### config.mk
export PLATFORM = sky130hd
export DESIGN_NAME = irq_enable_priority_ctrl
export DESIGN_NICKNAME = d
export VERILOG_FILES = /design/src/irq_enable_priority_ctrl.v /design/src/irq_prio_pick.v /design/src/irq_vector_rom.v
export VERILOG_INCLUDE_DIRS = /design/src
export SDC_FILE = /design/constraint.sdc
export NUM_CORES = 1
export LEC_CHECK = 0
export BUFFER_PORTS_ARGS = -buffer_cell sky130_fd_sc_hd__buf_2
export CAP_MARGIN = 10
export CORE_MARGIN = 10
export CORE_UTILIZATION = 56
export CTS_CLUSTER_DIAMETER = 50
export CTS_CLUSTER_SIZE = 16
export DETAILED_ROUTE_END_ITERATION = 12
export GPL_ROUTABILITY_DRIVEN = 0
export GPL_TIMING_DRIVEN = 0
export PLACE_DENSITY = 0.8
export SLEW_MARGIN = 5
export SYNTH_ARGS = -nofsm -noshare
export SYNTH_HDL_FRONTEND = slang
export SYNTH_SLANG_ARGS = --single-unit
### constraint.sdc
create_clock -name clk_sys -period 2.5 [get_ports clk_sys]
set_input_delay 0.5 -clock clk_sys [delete_from_list [all_inputs] [get_ports clk_sys]]
set_output_delay 0.5 -clock clk_sys [all_outputs]
set_load 0.05 [all_outputs]
### src/irq_ctrl_defs.vh
// constants for the interrupt enable and priority controller
`ifndef IRQ_CTRL_DEFS_VH
`define IRQ_CTRL_DEFS_VH

// register addresses (8-bit special function register space)
`define ADDR_ENABLE_LOW 8'hA8
`define ADDR_PRIORITY_LOW 8'hB8
`define ADDR_ENABLE_HIGH 8'hE8
`define ADDR_PRIORITY_HIGH 8'hF8
`define ADDR_IRQ_STATUS 8'hC0
`define ADDR_IRQ_MASK 8'hC1
`define ADDR_SVC_STATE 8'hC2

// reset value of the enable and priority registers
`define REG_RESET 8'h00
// global enable position inside the low enable register
`define GLOBAL_EN_BIT 7
// inputs served by the low registers
`define LOW_REG_INPUTS 7
// largest number of request inputs
`define MAX_INPUTS 15

// vector address layout
`define VEC_BASE 16'h0003
`define VEC_PAIR_STEP 16'h0010
`define VEC_ODD_STEP 16'h0005

// status bits
`define ST_ACCEPT 0
`define ST_RETURN 1
`define ST_WIDTH 2

// service state codes
`define SVC_IDLE 2'h0
`define SVC_LOW 2'h1
`define SVC_HIGH 2'h2
`define SVC_BOTH 2'h3

// reset hold time in ns and the derived minimum high (asserted) time in cycles
`define RESET_MIN_NS 100
`define CLK_PERIOD_NS 5
`define RESET_MIN_CYCLES ((`RESET_MIN_NS + `CLK_PERIOD_NS - 1) / `CLK_PERIOD_NS)

`endif

### src/irq_enable_priority_ctrl.v
// interrupt enable, priority and vectoring controller
// Function
// - input count configurable from zero to fifteen
// - one enable, one priority bit per input
// - low registers exist when any input exists
// - high registers exist above seven inputs
// - bit seven of low enable gates everything
// - low enable bits 0-6 enable inputs 0-6
// - high enable bits 0-7 enable inputs 7-14
// - inputs 0-5 carry timer, uart, i2c sources
// - low priority bits 0-6, bit seven reserved
// - priority zero is low, one is high
// - decode requests, manage service entry and return
// - asynchronous reset, held about 100ns
// - reset clears enable and priority registers
// - low preempted only by high; high never
// - higher level wins, then lowest index
// - sample at instruction start, poll next; blocks
// - fixed vector per input, 0003H to 0073H
//
// The plain strobed port was left to the implementer.
`include "irq_ctrl_defs.vh"

module irq_enable_priority_ctrl #(
  parameter NUM_INPUTS = 15
) (
  input wire clk_sys,
  input wire reset,
  input wire [(NUM_INPUTS > 0 ? NUM_INPUTS : 1)-1:0] irq_request,
  input wire instr_start,
  input wire instr_is_return,
  input wire [7:0] reg_addr,
  input wire [7:0] reg_wdata,
  input wire reg_write,
  input wire reg_read,
  output reg [7:0] reg_rdata,
  output reg vector_call,
  output reg [15:0] vector_addr,
  output reg [3:0] vector_index,
  output reg irq_out
);

  localparam W = (NUM_INPUTS > 0) ? NUM_INPUTS : 1;
  localparam HAS_LOW = (NUM_INPUTS > 0) ? 1 : 0;
  localparam HAS_HIGH = (NUM_INPUTS > `LOW_REG_INPUTS) ? 1 : 0;

  // address decoding used by both write and read paths
  function addr_is;
    input [7:0] a;
    input [7:0] b;
    begin
      addr_is = (a == b);
    end
  endfunction

  reg [W-1:0] enable_reg;
  reg [W-1:0] level_reg;
  reg global_irq_enable_reg;
  reg [W-1:0] sample_reg;
  reg regs_written_reg;
  reg [1:0] svc_reg;
  reg [1:0] svc_next;
  reg [`ST_WIDTH-1:0] status_reg;
  reg [`ST_WIDTH-1:0] mask_reg;
  reg [7:0] rd_next;
  wire [W-1:0] eligible;
  wire [W-1:0] high_req;
  wire [W-1:0] low_req;
  wire high_found;
  wire low_found;
  wire [3:0] high_idx;
  wire [3:0] low_idx;
  wire [3:0] win_idx;
  wire [15:0] win_vec;
  wire win_high;
  wire may_take;
  wire take;
  wire ret_event;
  wire [`ST_WIDTH-1:0] st_set;
  wire [W-1:0] wr_en_bits;
  wire [W-1:0] wr_lv_bits;
  wire wr_en_low;
  wire wr_en_high;
  wire wr_lv_low;
  wire wr_lv_high;
  wire any_ctrl_write;

  assign wr_en_low = reg_write && addr_is(reg_addr, `ADDR_ENABLE_LOW) && (HAS_LOW == 1);
  assign wr_lv_low = reg_write && addr_is(reg_addr, `ADDR_PRIORITY_LOW) && (HAS_LOW == 1);
  assign wr_en_high = reg_write && addr_is(reg_addr, `ADDR_ENABLE_HIGH) && (HAS_HIGH == 1);
  assign wr_lv_high = reg_write && addr_is(reg_addr, `ADDR_PRIORITY_HIGH) && (HAS_HIGH == 1);
  assign any_ctrl_write = wr_en_low || wr_lv_low || wr_en_high || wr_lv_high;

  // per-bit write steering: bits 0-6 from the low register, 7-14 from the high
  genvar g;
  generate
    for (g = 0; g < W; g = g + 1) begin : bitmap
      if (g < `LOW_REG_INPUTS) begin : lo
        assign wr_en_bits[g] = wr_en_low;
        assign wr_lv_bits[g] = wr_lv_low;
      end else begin : hi
        assign wr_en_bits[g] = wr_en_high;
        assign wr_lv_bits[g] = wr_lv_high;
      end
    end
  endgenerate

  // vector width follows NUM_INPUTS; one enable, one level bit each
  generate
    for (g = 0; g < W; g = g + 1) begin : cfg
      always @(posedge clk_sys or posedge reset) begin
        if (reset) begin
          enable_reg[g] <= 1'b0;
          level_reg[g] <= 1'b0;
        end else begin
          if (wr_en_bits[g] && NUM_INPUTS > 0) begin
            enable_reg[g] <= reg_wdata[(g < `LOW_REG_INPUTS) ? g : g - `LOW_REG_INPUTS];
          end
          if (wr_lv_bits[g] && NUM_INPUTS > 0) begin
            level_reg[g] <= reg_wdata[(g < `LOW_REG_INPUTS) ? g : g - `LOW_REG_INPUTS];
          end
        end
      end
    end
  endgenerate

  // global enable held in bit seven of the low enable register
  always @(posedge clk_sys or posedge reset) begin
    if (reset) begin
      global_irq_enable_reg <= 1'b0;
    end else if (wr_en_low) begin
      global_irq_enable_reg <= reg_wdata[`GLOBAL_EN_BIT];
    end
  end

  // sample at each instruction start; note writes to block the next poll
  always @(posedge clk_sys or posedge reset) begin
    if (reset) begin
      sample_reg <= {W{1'b0}};
      regs_written_reg <= 1'b0;
    end else begin
      if (instr_start) begin
        // fresh sample each instruction, nothing held over
        sample_reg <= (NUM_INPUTS > 0) ? irq_request : {W{1'b0}};
      end
      if (instr_start) begin
        regs_written_reg <= any_ctrl_write;
      end else if (any_ctrl_write) begin
        regs_written_reg <= 1'b1;
      end
    end
  end

  // inputs 0-5 are the timer, uart and i2c sources when those exist
  // nothing passes with global enable clear
  assign eligible = sample_reg & enable_reg & {W{global_irq_enable_reg}};
  // level one is the high group
  assign high_req = eligible & level_reg;
  assign low_req = eligible & ~level_reg;

  irq_prio_pick #(.N(W)) pick_high (
    .req(high_req),
    .found(high_found),
    .index(high_idx)
  );

  irq_prio_pick #(.N(W)) pick_low (
    .req(low_req),
    .found(low_found),
    .index(low_idx)
  );

  // high group first, lowest index within a group
  assign win_high = high_found;
  assign win_idx = high_found ? high_idx : low_idx;

  irq_vector_rom vec_rom (
    .index(win_idx),
    .vector(win_vec)
  );

  // high may preempt low only; nothing preempts high
  // return or register write in progress blocks the poll
  assign may_take = win_high ? (svc_reg[1] == 1'b0) : (svc_reg == `SVC_IDLE);
  assign take = instr_start && (high_found || low_found) && may_take && !instr_is_return &&
                !regs_written_reg && !any_ctrl_write && (NUM_INPUTS > 0);
  assign ret_event = instr_start && instr_is_return && (svc_reg != `SVC_IDLE);

  // service level tracking for entry and return
  always @* begin
    svc_next = svc_reg;
    if (take) begin
      svc_next = win_high ? (svc_reg | `SVC_HIGH) : `SVC_LOW;
    end else if (ret_event) begin
      // return leaves the highest active level
      svc_next = svc_reg[1] ? (svc_reg & `SVC_LOW) : `SVC_IDLE;
    end
  end

  // asynchronous reset of the service state
  always @(posedge clk_sys or posedge reset) begin
    if (reset) begin
      svc_reg <= `SVC_IDLE;
      vector_call <= 1'b0;
      vector_addr <= 16'h0000;
      vector_index <= 4'h0;
    end else begin
      svc_reg <= svc_next;
      vector_call <= take;
      if (take) begin
        vector_addr <= win_vec;
        vector_index <= win_idx;
      end
    end
  end

  assign st_set = {ret_event, take};

  // sticky status: a set in the same cycle as a clear wins
  always @(posedge clk_sys or posedge reset) begin
    if (reset) begin
      status_reg <= {`ST_WIDTH{1'b0}};
      mask_reg <= {`ST_WIDTH{1'b0}};
      irq_out <= 1'b0;
    end else begin
      if (reg_write && addr_is(reg_addr, `ADDR_IRQ_STATUS)) begin
        status_reg <= (status_reg & ~reg_wdata[`ST_WIDTH-1:0]) | st_set;
      end else begin
        status_reg <= status_reg | st_set;
      end
      if (reg_write && addr_is(reg_addr, `ADDR_IRQ_MASK)) begin
        mask_reg <= reg_wdata[`ST_WIDTH-1:0];
      end
      // one cycle behind the status, kept registered for a clean output
      irq_out <= |(status_reg & mask_reg);
    end
  end

  // absent registers read zero; reserved priority bit seven reads zero
  integer k;
  always @* begin
    rd_next = 8'h00;
    if (addr_is(reg_addr, `ADDR_ENABLE_LOW) && HAS_LOW == 1) begin
      for (k = 0; k < `LOW_REG_INPUTS; k = k + 1) begin
        if (k < NUM_INPUTS) rd_next[k] = enable_reg[k];
      end
      rd_next[`GLOBAL_EN_BIT] = global_irq_enable_reg;
    end else if (addr_is(reg_addr, `ADDR_PRIORITY_LOW) && HAS_LOW == 1) begin
      for (k = 0; k < `LOW_REG_INPUTS; k = k + 1) begin
        if (k < NUM_INPUTS) rd_next[k] = level_reg[k];
      end
    end else if (addr_is(reg_addr, `ADDR_ENABLE_HIGH) && HAS_HIGH == 1) begin
      for (k = `LOW_REG_INPUTS; k < `MAX_INPUTS; k = k + 1) begin
        if (k < NUM_INPUTS) rd_next[k - `LOW_REG_INPUTS] = enable_reg[k];
      end
    end else if (addr_is(reg_addr, `ADDR_PRIORITY_HIGH) && HAS_HIGH == 1) begin
      for (k = `LOW_REG_INPUTS; k < `MAX_INPUTS; k = k + 1) begin
        if (k < NUM_INPUTS) rd_next[k - `LOW_REG_INPUTS] = level_reg[k];
      end
    end else if (addr_is(reg_addr, `ADDR_IRQ_STATUS)) begin
      rd_next[`ST_WIDTH-1:0] = status_reg;
    end else if (addr_is(reg_addr, `ADDR_IRQ_MASK)) begin
      rd_next[`ST_WIDTH-1:0] = mask_reg;
    end else if (addr_is(reg_addr, `ADDR_SVC_STATE)) begin
      rd_next[1:0] = svc_reg;
    end
  end

  // read data stands one cycle after the strobe, zero otherwise
  always @(posedge clk_sys or posedge reset) begin
    if (reset) begin
      reg_rdata <= 8'h00;
    end else begin
      reg_rdata <= reg_read ? rd_next : 8'h00;
    end
  end

endmodule // irq_enable_priority_ctrl

### src/irq_prio_pick.v
// fixed-order pick of the lowest-numbered request in a request vector
module irq_prio_pick #(
  parameter N = 15
) (
  input wire [N-1:0] req,
  output reg found,
  output reg [3:0] index
);

  integer i;

  // scan from the top so the lowest index wins last
  always @* begin
    found = 1'b0;
    index = 4'h0;
    for (i = N - 1; i >= 0; i = i - 1) begin
      if (req[i]) begin
        found = 1'b1;
        index = i[3:0];
      end
    end
  end

endmodule // irq_prio_pick

### src/irq_vector_rom.v
// vector address for an accepted request index
`include "irq_ctrl_defs.vh"

module irq_vector_rom (
  input wire [3:0] index,
  output wire [15:0] vector
);

  // pairs of inputs sit 16 bytes apart, odd inputs 5 bytes after the even one
  assign vector = `VEC_BASE + ({12'h000, index[3:1]} * `VEC_PAIR_STEP) + (index[0] ? `VEC_ODD_STEP : 16'h0000);

endmodule // irq_vector_rom

Yosys cells after proc, flatten, opt, wreduce, memory -nomap -nowiden
Index checks and enable logic that the tools add are counted.
Word-level totals
  bits in registers: 83
  bits of input ports: 37
  output and inout bits: 30
  logic and storage cells: 170
Operators by class
  bitwise operators: 11
  add/sub/neg operators: 2
  multiplexer cells: 80
  reduce and logical (&&, ||, !) cells: 26
  equal/unequal tests: 9
Operator list (count)
  4-bit two-way mux: 31
  15-bit bitwise AND: 4
  8-bit == test (second input constant): 7
  1-bit two-way mux: 35
  8-bit two-way mux: 3
  16-bit adder: 1
  2-bit two-way mux: 8
  15-bit inverter: 1
  1-bit logical AND: 13
  2-bit by 7-bit adder with 8-bit output (first input constant): 1
  7-bit two-way mux: 1
  6-bit two-way mux: 1
  2-bit nonzero test: 3
  2-bit bitwise AND: 2
  1-bit logical OR: 4
  2-bit bitwise OR: 2
  1-bit logical NOT: 3
  3-bit two-way mux: 1
  3-bit AND reduction: 1
  2-bit logical NOT: 1
  2-bit by 1-bit inequality test with 1-bit output (second input constant): 1
  2-bit inequality test (second input constant): 1
  2-bit inverter: 1
  2-bit OR reduction: 1
  1-bit inverter: 1

Depth between registers and ports, before layout
Gate-level depths: netlist (run 1).
  word-level depth: 26
  mapped depth: 8
  gate-level depth less buffers: 6

Hierarchy
A second synthesis (run 1) with hierarchy kept.
Unflattened totals
  cell total of the unflattened synthesis: 363
  area total of the unflattened synthesis: 4274.1 µm²
Modules (own cells, without submodules)
  irq_enable_priority_ctrl: cells an instance 292, area each 3833.7 µm², instances 1
  irq_prio_pick: cells an instance 27, area each 160.2 µm², instances 2
  irq_vector_rom: cells an instance 17, area each 120.1 µm², instances 1

Worst setup path before layout (run 1)
No wires, ideal clock.
  path kind: input to register
  from: in instr_start
  to: reg vector_index[1]
  stages: 7
  data arrival time: 2.069 ns
  data required time: 2.380 ns
  buffers on the path: 1
  library setup time: 0.120 ns
  slack: 0.311 ns
  cells stage by stage: buf_6 or4b_4 a311oi_2 o41a_2 o21ba_4 a32o_1 a41o_1
On the way
  longest elaborated chain between the ends: 5
Ends and longest elaborated chain
  from (decl): line irq_enable_priority_ctrl.v:30  | input wire instr_start,
  1-bit logical AND (4 in a row): line irq_enable_priority_ctrl.v:185  | assign take = instr_start && (high_found || low_found) && may_take && !instr_is_return &&
  1-bit logical AND: line irq_enable_priority_ctrl.v:186  | !regs_written_reg && !any_ctrl_write && (NUM_INPUTS > 0);
  to (signal assigned): line irq_enable_priority_ctrl.v:212  | vector_index <= win_idx;
  to (decl): line irq_enable_priority_ctrl.v:39  | output reg [3:0] vector_index,
Every way passes these cells.
A chain may end at the register's enable or synchronous reset.

Worst setup path after layout (run 1)
  from: in reg_addr[0]
  to: reg enable_reg[2]
On the way
  longest elaborated chain between the ends: 2
Ends and longest elaborated chain
  from (decl): line irq_enable_priority_ctrl.v:32  | input wire [7:0] reg_addr,
  8-bit == test: line irq_enable_priority_ctrl.v:52  | addr_is = (a == b);
  1-bit logical AND: line irq_enable_priority_ctrl.v:88  | assign wr_en_low = reg_write && addr_is(reg_addr, `ADDR_ENABLE_LOW) && (HAS_LOW == 1);
  to (signal, indexed assignment): line irq_enable_priority_ctrl.v:117  | enable_reg[g] <= reg_wdata[(g < `LOW_REG_INPUTS) ? g : g - `LOW_REG_INPUTS];
  to (decl): line irq_enable_priority_ctrl.v:56  | reg [W-1:0] enable_reg;
Every way passes these cells.

==> impl_metrics.csv, run 1 <==
group,metric,value,unit
job,drv_cap,0,
routing,drt-total-wl,9420,µm
synthesis,synthMuxAreaShare,17.8,%
global_routing,grt_antenna_before_repair,0,
timing,min_period,2.39,ns
synthesis,ys.warnings.count,0,
synthesis,synthTopCellsByArea,"dfrtp_1 47%, mux2_2 16%, nand4b_1 3.6%",
routing,post-route-drc-count,0,
layout,num_antenna_cells,0,
cts,cts_sinks,68,
power,clockPowerShare,40.4,%
power,combPwrFrac,11.4,%
synthesis,synth_common_cells,"68 x dfrtp_1, 53 x mux2_2, 19 x nand2_1",
placed_design,placed_cells,464,
cts,cts_max_path_buffers,2,
layout,layout-drive-gt1-share,37.3,%
setup_path,cp_max_fo,9,
power,internal-power,0.00188,W
routing,via_per_inst,6.22,
setup_path,cp-end-kind,"flop",
power,p_leak,2.12,nW
power,sw_frac_of_total,25.7,%
synthesis,syn-instance-count,324,
floorplan,die_y,101,µm
synthesis,ys_ff_latch,68,
setup_path,cpMaxStageDelayCell,"nor3_1",
setup_path,max_stage_delay,0.70,ns
power,ir_worst_vdd,0.000384,V
layout,fillers,505,
setup_path,cp-start-kind,"primary input",
floorplan,start_util,57.6,%
cts,post_cts_buffers,0,
cts,path_clk_slew,0.07,ns
timing,holdWs,0.316,ns
cts,htree_levels,3,
min_path,holdCritPathClass,"primary input to asynchronous set/reset pin",
setup_path,r2r_start,"global_irq_enable_reg$_DFFE_PP0P_",
cts,clk_latency,0.35,ns
outcome,status,"finished clean",
global_routing,grt_pass1_wl,15200,µm
synthesis,synth_top_area_share,46.8,%
global_routing,track_usage,19.0,%
timing,maxSlewViolCount,0,
synthesis,synth_top_family_by_area,"simple AND/OR/NAND/NOR gates",
synthesis,synth-compound-area-share,11.1,%
synthesis,seq_area_frac_synth,46.8,%
global_routing,grt-ovfl-total,0,
synthesis,synth-edff-count,0,
power,power.switching,0.000651,W
floorplan,coreArea,6310,µm²
layout,area_growth_syn_to_layout,17.3,%
routing,ant_nets,0,
synthesis,syn_area,3630,µm²
setup_path,r2r-end,"vector_index[1]$_DFFE_PP0P_",
setup_path,crit_chain,"buf_2, and4bb_2, nand2_1, nor3_1, nand2_2, mux2_2",
timing,timing.setup.tns,0,ns
synthesis,synthArstFlopShare,100,%
power,powerDensity,595,nW/µm²
placed_design,place_hpwl,6990,µm
timing,worstMarginPinSlew,0.809,ns
routing,num_vias,2980,
power,seq_power_share,48.1,%
routing,drt_iter0_markers,256,
synthesis,synth_simple_gate_area_share,19.0,%
placed_design,place_area,4040,µm²
timing,rsz0062_at_grt,"no",
floorplan,die_area,10100,µm²
setup_path,regToRegSetupSlack,0.20,ns
routing,wl_per_cell,19.7,µm
synthesis,synth_cell_types,53,
layout,instances_no_fill,479,
floorplan,num_rows,29,
timing,finalSetupViolations,0,
cts,ctsHoldBuffers,0,
synthesis,synth_area_per_cell,11.2,µm²
synthesis,synthAdderAreaFrac,0,%
synthesis,synth_xor_area_share,0,%
global_routing,grt_pass1_vias,2973,
timing,fmax,419,MHz
cts,ctsRootBufferMaster,"clkbuf_8",
layout,final_area,4260,µm²
global_routing,grt_max_degree,69,
floorplan,io_pins,67,
cts,numCtsBuffers,9,
cts,cts_tree,"done",
synthesis,yosysMostFrequentCell,"dfrtp_1",
routing,dr.pass1.iters,5,
setup_path,crit_type,"primary input to flop",
timing,slew_headroom,45.6,%
placed_design,portBuffers,54,
timing,period_share,95.5,%
floorplan,die_x,101,µm
timing,final_hold_viol_count,0,
timing,skew,0.00662,ns
setup_path,required,2.74,ns
setup_path,reg2reg_depth,8,
synthesis,synth_flop_cell,"dfrtp_1",
cts,cts.repair.resized,0,
synthesis,yosysTopAreaCell,"dfrtp_1",
setup_path,arrival,2.63,ns
layout,fin_nets,435,
power,total_power,0.00253,W
cell type report:
type / count / area [µm²] / area share (%)
clock inverter: 4 / 72.6 / 1.70
tap: 77 / 96.3 / 2.26
timing repair buffer: 54 / 270 / 6.34
sequential: 68 / 1700 / 39.9
multi-input combinational: 233 / 1780 / 41.7
buffer: 26 / 165 / 3.88
inverter: 6 / 25.0 / 0.587
clock buffer: 11 / 151 / 3.55
logic make-up after synthesis:
kind of cell	after synthesis
AOI/OAI and AO/OA	56
buffers and inverters	32
DFF	68
muxes	58
other	1
and+or+nand+nor	109
power groups by stage:
stage          Clock (W)  Combinational [W]  Sequential [W]
6_report         0.00102           0.000290         0.00122
5_1_grt          0.00109           0.000316         0.00123
4_1_cts          0.00104           0.000292         0.00122
3_5_place_dp           0           0.000291         0.00124
3_3_place_gp           0           0.000280         0.00123
2_1_floorplan          0           0.000194         0.00124
worst max path at each step:
stage	startpoint	end	cells after the start
after floorplan	reset	enable_reg[0]$_DFFE_PP0P_	1
after global placement	reset	sample_reg[10]$_DFFE_PP0P_	2
after detailed placement	reg_addr[0]	enable_reg[2]$_DFFE_PP0P_	6
after CTS	reg_addr[0]	enable_reg[2]$_DFFE_PP0P_	6
after global routing	global_irq_enable_reg$_DFFE_PP0P_	vector_index[1]$_DFFE_PP0P_	8
final	reg_addr[0]	enable_reg[2]$_DFFE_PP0P_	6
through the flow:
stage	utilization (%)	setup WS, ns
global route	67.5	0.0309
global placement	63.9	-0.410
detailed placement	63.9	-0.204
finish	67.5	0.112
CTS	67.5	0.158
floorplan	-	0.288
routing by layer:
layer  part of all wire [%]  track usage, %  vias to the layer above
met2                     49            30.2                      149
met1                     40            22.9                     1437
met4                    3.6            10.9                        0
met5                      0               0                        -
met3                    7.7            4.87                       35
li1                       -               -                     1359
layout by cell type, fill, tap and decap left out, types with 3 or more instances in the layout:
master    Yosys  layout
nand2b_1      4       4
clkbuf_1      6       6
nand4_1      13      13
nor3_1        3       3
nor2b_1       4       4
mux2_2       53      53
clkbuf_8      0      11
inv_1         6       5
and2_1        8       8
conb_1        1      10
o211ai_1      3       3
and3_1        5       5
mux2i_1       5       5
buf_2         3      57
a22oi_1       5       5
buf_4        15      15
nand3_1       6       6
dfrtp_1      68      68
a21oi_1       6       6
nand4b_1     15      15
o21ai_0      18      18
nand2_1      19      19
and4_1        8       8
nor2_1       13      13
critical path: cells and delay by family:
family	cells	cell delay, ns
buf+inv	1	0.14
mux	1	0.36
simple gates	4	1.62
Note: power is estimated with default switching activity, not from simulation.
==> inputs of run 2 (changes only) <==
--- a/config.mk
+++ b/config.mk
@@ -6,16 +6,17 @@
 export SDC_FILE = /design/constraint.sdc
 export NUM_CORES = 1
 export LEC_CHECK = 0
+export ABC_AREA = 1
 export BUFFER_PORTS_ARGS = -buffer_cell sky130_fd_sc_hd__buf_2
 export CAP_MARGIN = 10
 export CORE_MARGIN = 10
-export CORE_UTILIZATION = 56
+export CORE_UTILIZATION = 55
 export CTS_CLUSTER_DIAMETER = 50
 export CTS_CLUSTER_SIZE = 16
 export DETAILED_ROUTE_END_ITERATION = 12
 export GPL_ROUTABILITY_DRIVEN = 0
 export GPL_TIMING_DRIVEN = 0
-export PLACE_DENSITY = 0.8
+export PLACE_DENSITY = 0.79
 export SLEW_MARGIN = 5
 export SYNTH_ARGS = -nofsm -noshare
 export SYNTH_HDL_FRONTEND = slang
==> impl_metrics.csv, run 2 <==
group,metric,value,unit
power,total_power,0.00248,W
setup_path,cp.depth,14,
synthesis,syn_area,3560,µm²
setup_path,cpMaxStageDelayCell,"dfrtp_1",
timing,rsz0062_at_grt,"no",
synthesis,synth_cell_types,29,
global_routing,gr-usage-met3,6.04,%
global_routing,grt_pass1_vias,3255,
global_routing,grt-busiest-layer,"met2",
synthesis,ys_ff_latch,68,
cts,cts_sinks,68,
power,powerDensity,593,nW/µm²
routing,drt-total-wl,9410,µm
cts,cts_tree,"done",
setup_path,cp_top_family,"simple AND/OR/NAND/NOR gates",
cts,ctsHoldBuffers,0,
setup_path,cp-start-kind,"flop",
cts,clk_latency,0.35,ns
outcome,status,"finished clean",
timing,slew_headroom,45.7,%
timing,holdWs,0.314,ns
cts,cts.repair.resized,0,
layout,mostFrequentLayoutCell,"nand2_1",
setup_path,reg2reg_depth,14,
synthesis,seq_area_frac_synth,47.8,%
layout,final_cell_mix,"113 x nand2_1, 68 x dfrtp_1, 62 x inv_1",
cts,path_clk_slew,0.08,ns
layout,finish.utilization,66.3,%
synthesis,synthArstFlopShare,100,%
power,p_leak,2.16,nW
setup_path,cp_max_fo,10,
synthesis,syn-instance-count,454,
synthesis,synth_flop_cell,"dfrtp_1",
placed_design,placed_cells,595,
layout,num_antenna_cells,0,
setup_path,r2r_start,"global_irq_enable_reg$_DFFE_PP0P_",
timing,maxSlewViolCount,0,
global_routing,grt_pass1_wl,15400,µm
floorplan,io_pins,67,
global_routing,track_usage,19.0,%
floorplan,die_area,10100,µm²
power,ir_worst_vdd,0.000401,V
routing,drt_iter0_markers,256,
setup_path,cp_num_buf_inv,4,
timing,worstMarginPinSlew,0.814,ns
timing,period_share,77.4,%
floorplan,die_y,100,µm
layout,fin_nets,566,
global_routing,use_met2,31.0,%
layout,layout-drive-gt1-share,21.2,%
timing,finalSetupViolations,0,
setup_path,crit_chain,"buf_4, nand3_1, nor2_1, nor2_1, nand2_1, nor2_1, nand2_1, inv_1, nor2_2, inv_2, nand2_2, inv_2, nand2_1, nand3_1",
cts,ctsRootBufferMaster,"clkbuf_8",
job,drv_cap,0,
synthesis,yosysMostFrequentCell,"nand2_1",
synthesis,synth_top_area_share,47.8,%
timing,skew,0.00784,ns
layout,fillers,553,
routing,post-route-drc-count,0,
routing,num_vias,3303,
placed_design,place_hpwl,7010,µm
setup_path,cp-end-kind,"flop",
setup_path,crit_start,"global_irq_enable_reg$_DFFE_PP0P_",
floorplan,coreArea,6310,µm²
synthesis,synth_common_cells,"113 x nand2_1, 68 x dfrtp_1, 63 x inv_1",
global_routing,grtUsageMet1,22.0,%
layout,instances_no_fill,611,
cts,post_cts_buffers,0,
cts,cts_max_path_buffers,2,
timing,final_hold_viol_count,0,
timing,fmax,517,MHz
global_routing,grt-ovfl-total,0,
setup_path,crit_type,"flop to flop",
synthesis,synth-edff-count,0,
synthesis,synth_area_per_cell,7.84,µm²
placed_design,portBuffers,55,
timing,min_period,1.93,ns
setup_path,arrival,2.17,ns
synthesis,ys.warnings.count,0,
routing,via_per_inst,5.41,
cts,htree_levels,3,
global_routing,grt_max_degree,69,
floorplan,die_x,100,µm
synthesis,yosysTopAreaCell,"dfrtp_1",
cts,numCtsBuffers,9,
layout,area_growth_syn_to_layout,17.5,%
floorplan,num_rows,29,
min_path,holdCritPathClass,"primary input to asynchronous set/reset pin",
routing,ant_nets,0,
setup_path,max_stage_delay,0.35,ns
global_routing,grt_antenna_before_repair,0,
setup_path,required,2.73,ns
routing,wl_per_cell,15.4,µm
floorplan,start_util,56.4,%
timing,timing.setup.tns,0,ns
synthesis,synthTopCellsByArea,"dfrtp_1 48%, nand2_1 12%, o21ai_0 7.3%",
routing,dr.pass1.iters,6,
==> run 2: cell count changes after synthesis, moves of 6 or more <==
cell / previous run / this run
and2_1: 8 / 0
and4_1: 8 / 0
inv_1: 6 / 63
mux2_2: 53 / 15
nand2_1: 19 / 113
nand3_1: 6 / 19
nand4b_1: 15 / 0
nor2_1: 13 / 49
o211ai_1: 3 / 9
o21ai_0: 18 / 52
==> run 2: final cells by class <==
cell class,instances,area [µm²],share of cell area (%)
plain buffers,24,158,3.77
clock buffers,10,128,3.05
clock inverters,6,88.8,2.12
inverters,65,246,5.89
multi-input cells,306,1490,35.6
flip-flops and latches,68,1700,40.7
well taps,77,96.3,2.30
repair buffers,55,275,6.58
==> run 2: worst register-to-register path, stage by stage (launching register included) <==
cell and delay, ns:
dfrtp_1 0.35, buf_4 0.20, nand3_1 0.13, nor2_1 0.18
nor2_1 0.09, nand2_1 0.09, nor2_1 0.06, nand2_1 0.12
inv_1 0.06, nor2_2 0.16, inv_2 0.06, nand2_2 0.11
inv_2 0.07, nand2_1 0.06, nand3_1 0.07
==> run 2: worst paths after layout <==
check	to	slack [ns]
max in group asynchronous	sample_reg[1]$_DFFE_PP0P_	1.66
worst min register to register	vector_index[2]$_DFFE_PP0P_	0.50
worst max-delay path	vector_addr[1]$_DFFE_PP0P_	0.57
worst min-delay path	reg_rdata[7]$_DFF_PP0_	0.31
worst max register to register	vector_addr[1]$_DFFE_PP0P_	0.57
min in group clk_sys	sample_reg[11]$_DFFE_PP0P_	0.37
==> run 2: logic make-up after synthesis <==
logic type / synth area share [%]
AOI/OAI and AO/OA: 12.6
buffers and inverters: 11.3
DFF: 47.8
muxes: 4.74
other: 0.105
and+or+nand+nor: 23.4
==> run 2: routing by layer <==
layer  part of all wire, %  vias up
met5                     0        -
met3                    11       23
met1                    39     1508
met2                    48      174
met4                   2.8        0
li1                      -     1598
==> run 2: power breakdown <==
part           internal [W]  switching (W)
Clock              0.000561       0.000436
Sequential          0.00116      0.0000497
Combinational     0.0000932       0.000179
==> run 2: metrics by stage <==
step           instance area, µm²  worst slack (ns)
2_1_floorplan                3590             0.288
3_5_place_dp                 3970             0.253
4_1_cts                      4190             0.610
6_report                     4190             0.566
5_1_grt                      4190             0.403
3_3_place_gp                 3970            -0.485
==> inputs of run 3 (changes only) <==
==> constraint.sdc (replaced) <==
create_clock -name clk_sys -period 1.8 [get_ports clk_sys]
set_input_delay 0.36 -clock clk_sys [delete_from_list [all_inputs] [get_ports clk_sys]]
set_output_delay 0.36 -clock clk_sys [all_outputs]
set_load 0.05 [all_outputs]
==> impl_metrics.csv, run 3 (synthesis results as in run 2) <==
group,metric,value,unit
cts,cts_sinks,68,
power,p_leak,2.20,nW
floorplan,die_area,10100,µm²
setup_path,cp-start-kind,"flop",
layout,final_area,4370,µm²
power,ir_worst_vdd,0.000568,V
setup_path,arrival,2.12,ns
routing,drt-total-wl,9790,µm
cts,htree_levels,3,
timing,final_hold_viol_count,0,
floorplan,coreArea,6310,µm²
job,drv_cap,0,
power,powerDensity,773,nW/µm²
timing,skew,0.00534,ns
cts,ctsRootBufferMaster,"clkbuf_8",
layout,fillers,523,
global_routing,grt_pass1_vias,3276,
power,total_power,0.00338,W
layout,area_growth_syn_to_layout,22.7,%
global_routing,grt_pass1_wl,15600,µm
placed_design,place_area,3990,µm²
routing,dr.pass1.iters,6,
global_routing,track_usage,19.3,%
layout,num_antenna_cells,0,
cts,numCtsBuffers,9,
routing,ant_nets,0,
global_routing,grt_max_degree,36,
cts,path_clk_slew,0.07,ns
layout,mostFrequentLayoutCell,"nand2_1",
setup_path,required,2.04,ns
cts,cts_tree,"done",
timing,finalSetupViolations,6,
timing,worstMarginPinSlew,0.739,ns
routing,drt_iter0_markers,285,
timing,fmax,531,MHz
floorplan,num_rows,29,
min_path,holdCritPathClass,"primary input to asynchronous set/reset pin",
timing,maxSlewViolCount,0,
layout,fin_nets,573,
cts,clk_latency,0.36,ns
routing,wl_per_cell,15.8,µm
timing,worst_slack,-0.0840,ns
routing,via_per_inst,5.50,
setup_path,crit_type,"flop to flop",
global_routing,grt-ovfl-total,0,
setup_path,reg2reg_depth,11,
layout,final_cell_mix,"110 x nand2_1, 67 x dfrtp_1, 62 x inv_1",
timing,rsz0062_at_grt,"yes",
setup_path,cp-end-kind,"flop",
floorplan,die_y,100,µm
routing,num_vias,3401,
floorplan,die_x,100,µm
outcome,status,"complete, but fails checks",
global_routing,grt_antenna_before_repair,0,
timing,slew_headroom,50.6,%
placed_design,portBuffers,55,
outcome,violations,"setup timing",
setup_path,cp_max_fo,6,
timing,min_period,1.88,ns
floorplan,start_util,56.4,%
timing,period_share,105,%
layout,layout-drive-gt1-share,28.3,%
routing,post-route-drc-count,0,
floorplan,io_pins,67,
placed_design,place_hpwl,7030,µm
cts,cts_max_path_buffers,2,
run 3: cell types whose count changed in the layout (fill, tap and decap cells not counted), moves of 3 or more:
cell / delta
nor2_1: -21
nand2_2: +3
nand2_1: -3
nand3_1: -5
clkinv_2: +3
buf_4: +3
nand3_2: +4
buf_6: +3
nor2_4: +4
nor2_2: +17
run 3: report_power, final:
group	total, W	switching (W)	internal (W)
sequential	0.00169	0.0000769	0.00161
combinational	0.000401	0.000261	0.000140
clock	0.00128	0.000579	0.000705
run 3: critical path: stages (launching register included):
cell and delay (ns):
dfrtp_2 0.42, buf_4 0.19, nand3_1 0.11, nor2_1 0.14, nor2_1 0.07, nand2_1 0.10
nor2_1 0.06, a211o_1 0.35, nand2_2 0.12, inv_2 0.07, nand2_1 0.07, nand3_1 0.07
run 3: repair_timing:
action	in CTS	in global routing
setup buffers	0	4
cloned	0	2
pin swaps	0	8
hold buffers	0	0
endpoints found under the setup margin	5	24
resized for setup	13	31
run 3: through the flow:
step | setup TNS [ns] | setup WS (ns) | std cells | hold WS [ns] | utilization, %
global placement | -4.13 | -0.239 | 595 | 0.483 | 62.9
CTS | -0.0746 | -0.0294 | 612 | 0.142 | 67.0
floorplan | 0 | 0.219 | 463 | 0.469 | -
finish | -0.308 | -0.0840 | 618 | 0.122 | 69.2
global route | -1.08 | -0.214 | 618 | 0.175 | 69.2
detailed placement | -5.26 | -0.255 | 596 | 0.486 | 63.2
run 3: final cells by class:
class | instances | area [µm²] | area share [%]
Tap cell | 77 | 96.3 | 2.20
Timing Repair Buffer | 62 | 344 | 7.87
Clock buffer | 11 | 151 | 3.46
Multi-Input combinational cell | 306 | 1610 | 36.9
Buffer | 24 | 165 | 3.78
Inverter | 65 | 248 | 5.67
Sequential cell | 68 | 1700 | 39.0
Clock inverter | 5 | 50.0 | 1.15
run 3: metal layers:
layer / vias to the layer above / global-route usage, % / share of wire [%]
li1: 1610 / - / -
met1: 1575 / 23.0 / 41
met2: 173 / 30.2 / 46
met3: 43 / 6.45 / 8.9
met4: 0 / 10.1 / 4.1
met5: - / 0 / 0
run 3: path summary, 6_finish.rpt:
| kind | startpoint | endpoint | slack [ns] |
|---|---|---|---|
| worst max-delay path | global_irq_enable_reg$_DFFE_PP0P_ | vector_addr[1]$_DFFE_PP0P_ | -0.08 |
| worst min-delay path | reset | reg_rdata[1]$_DFF_PP0_ | 0.12 |
| worst max register to register | global_irq_enable_reg$_DFFE_PP0P_ | vector_addr[1]$_DFFE_PP0P_ | -0.08 |
| worst min register to register | vector_index[2]$_DFFE_PP0P_ | vector_index[2]$_DFFE_PP0P_ | 0.50 |
| max in group asynchronous | reset | sample_reg[7]$_DFFE_PP0P_ | 1.07 |
| min in group clk_sys | irq_request[4] | sample_reg[4]$_DFFE_PP0P_ | 0.23 |
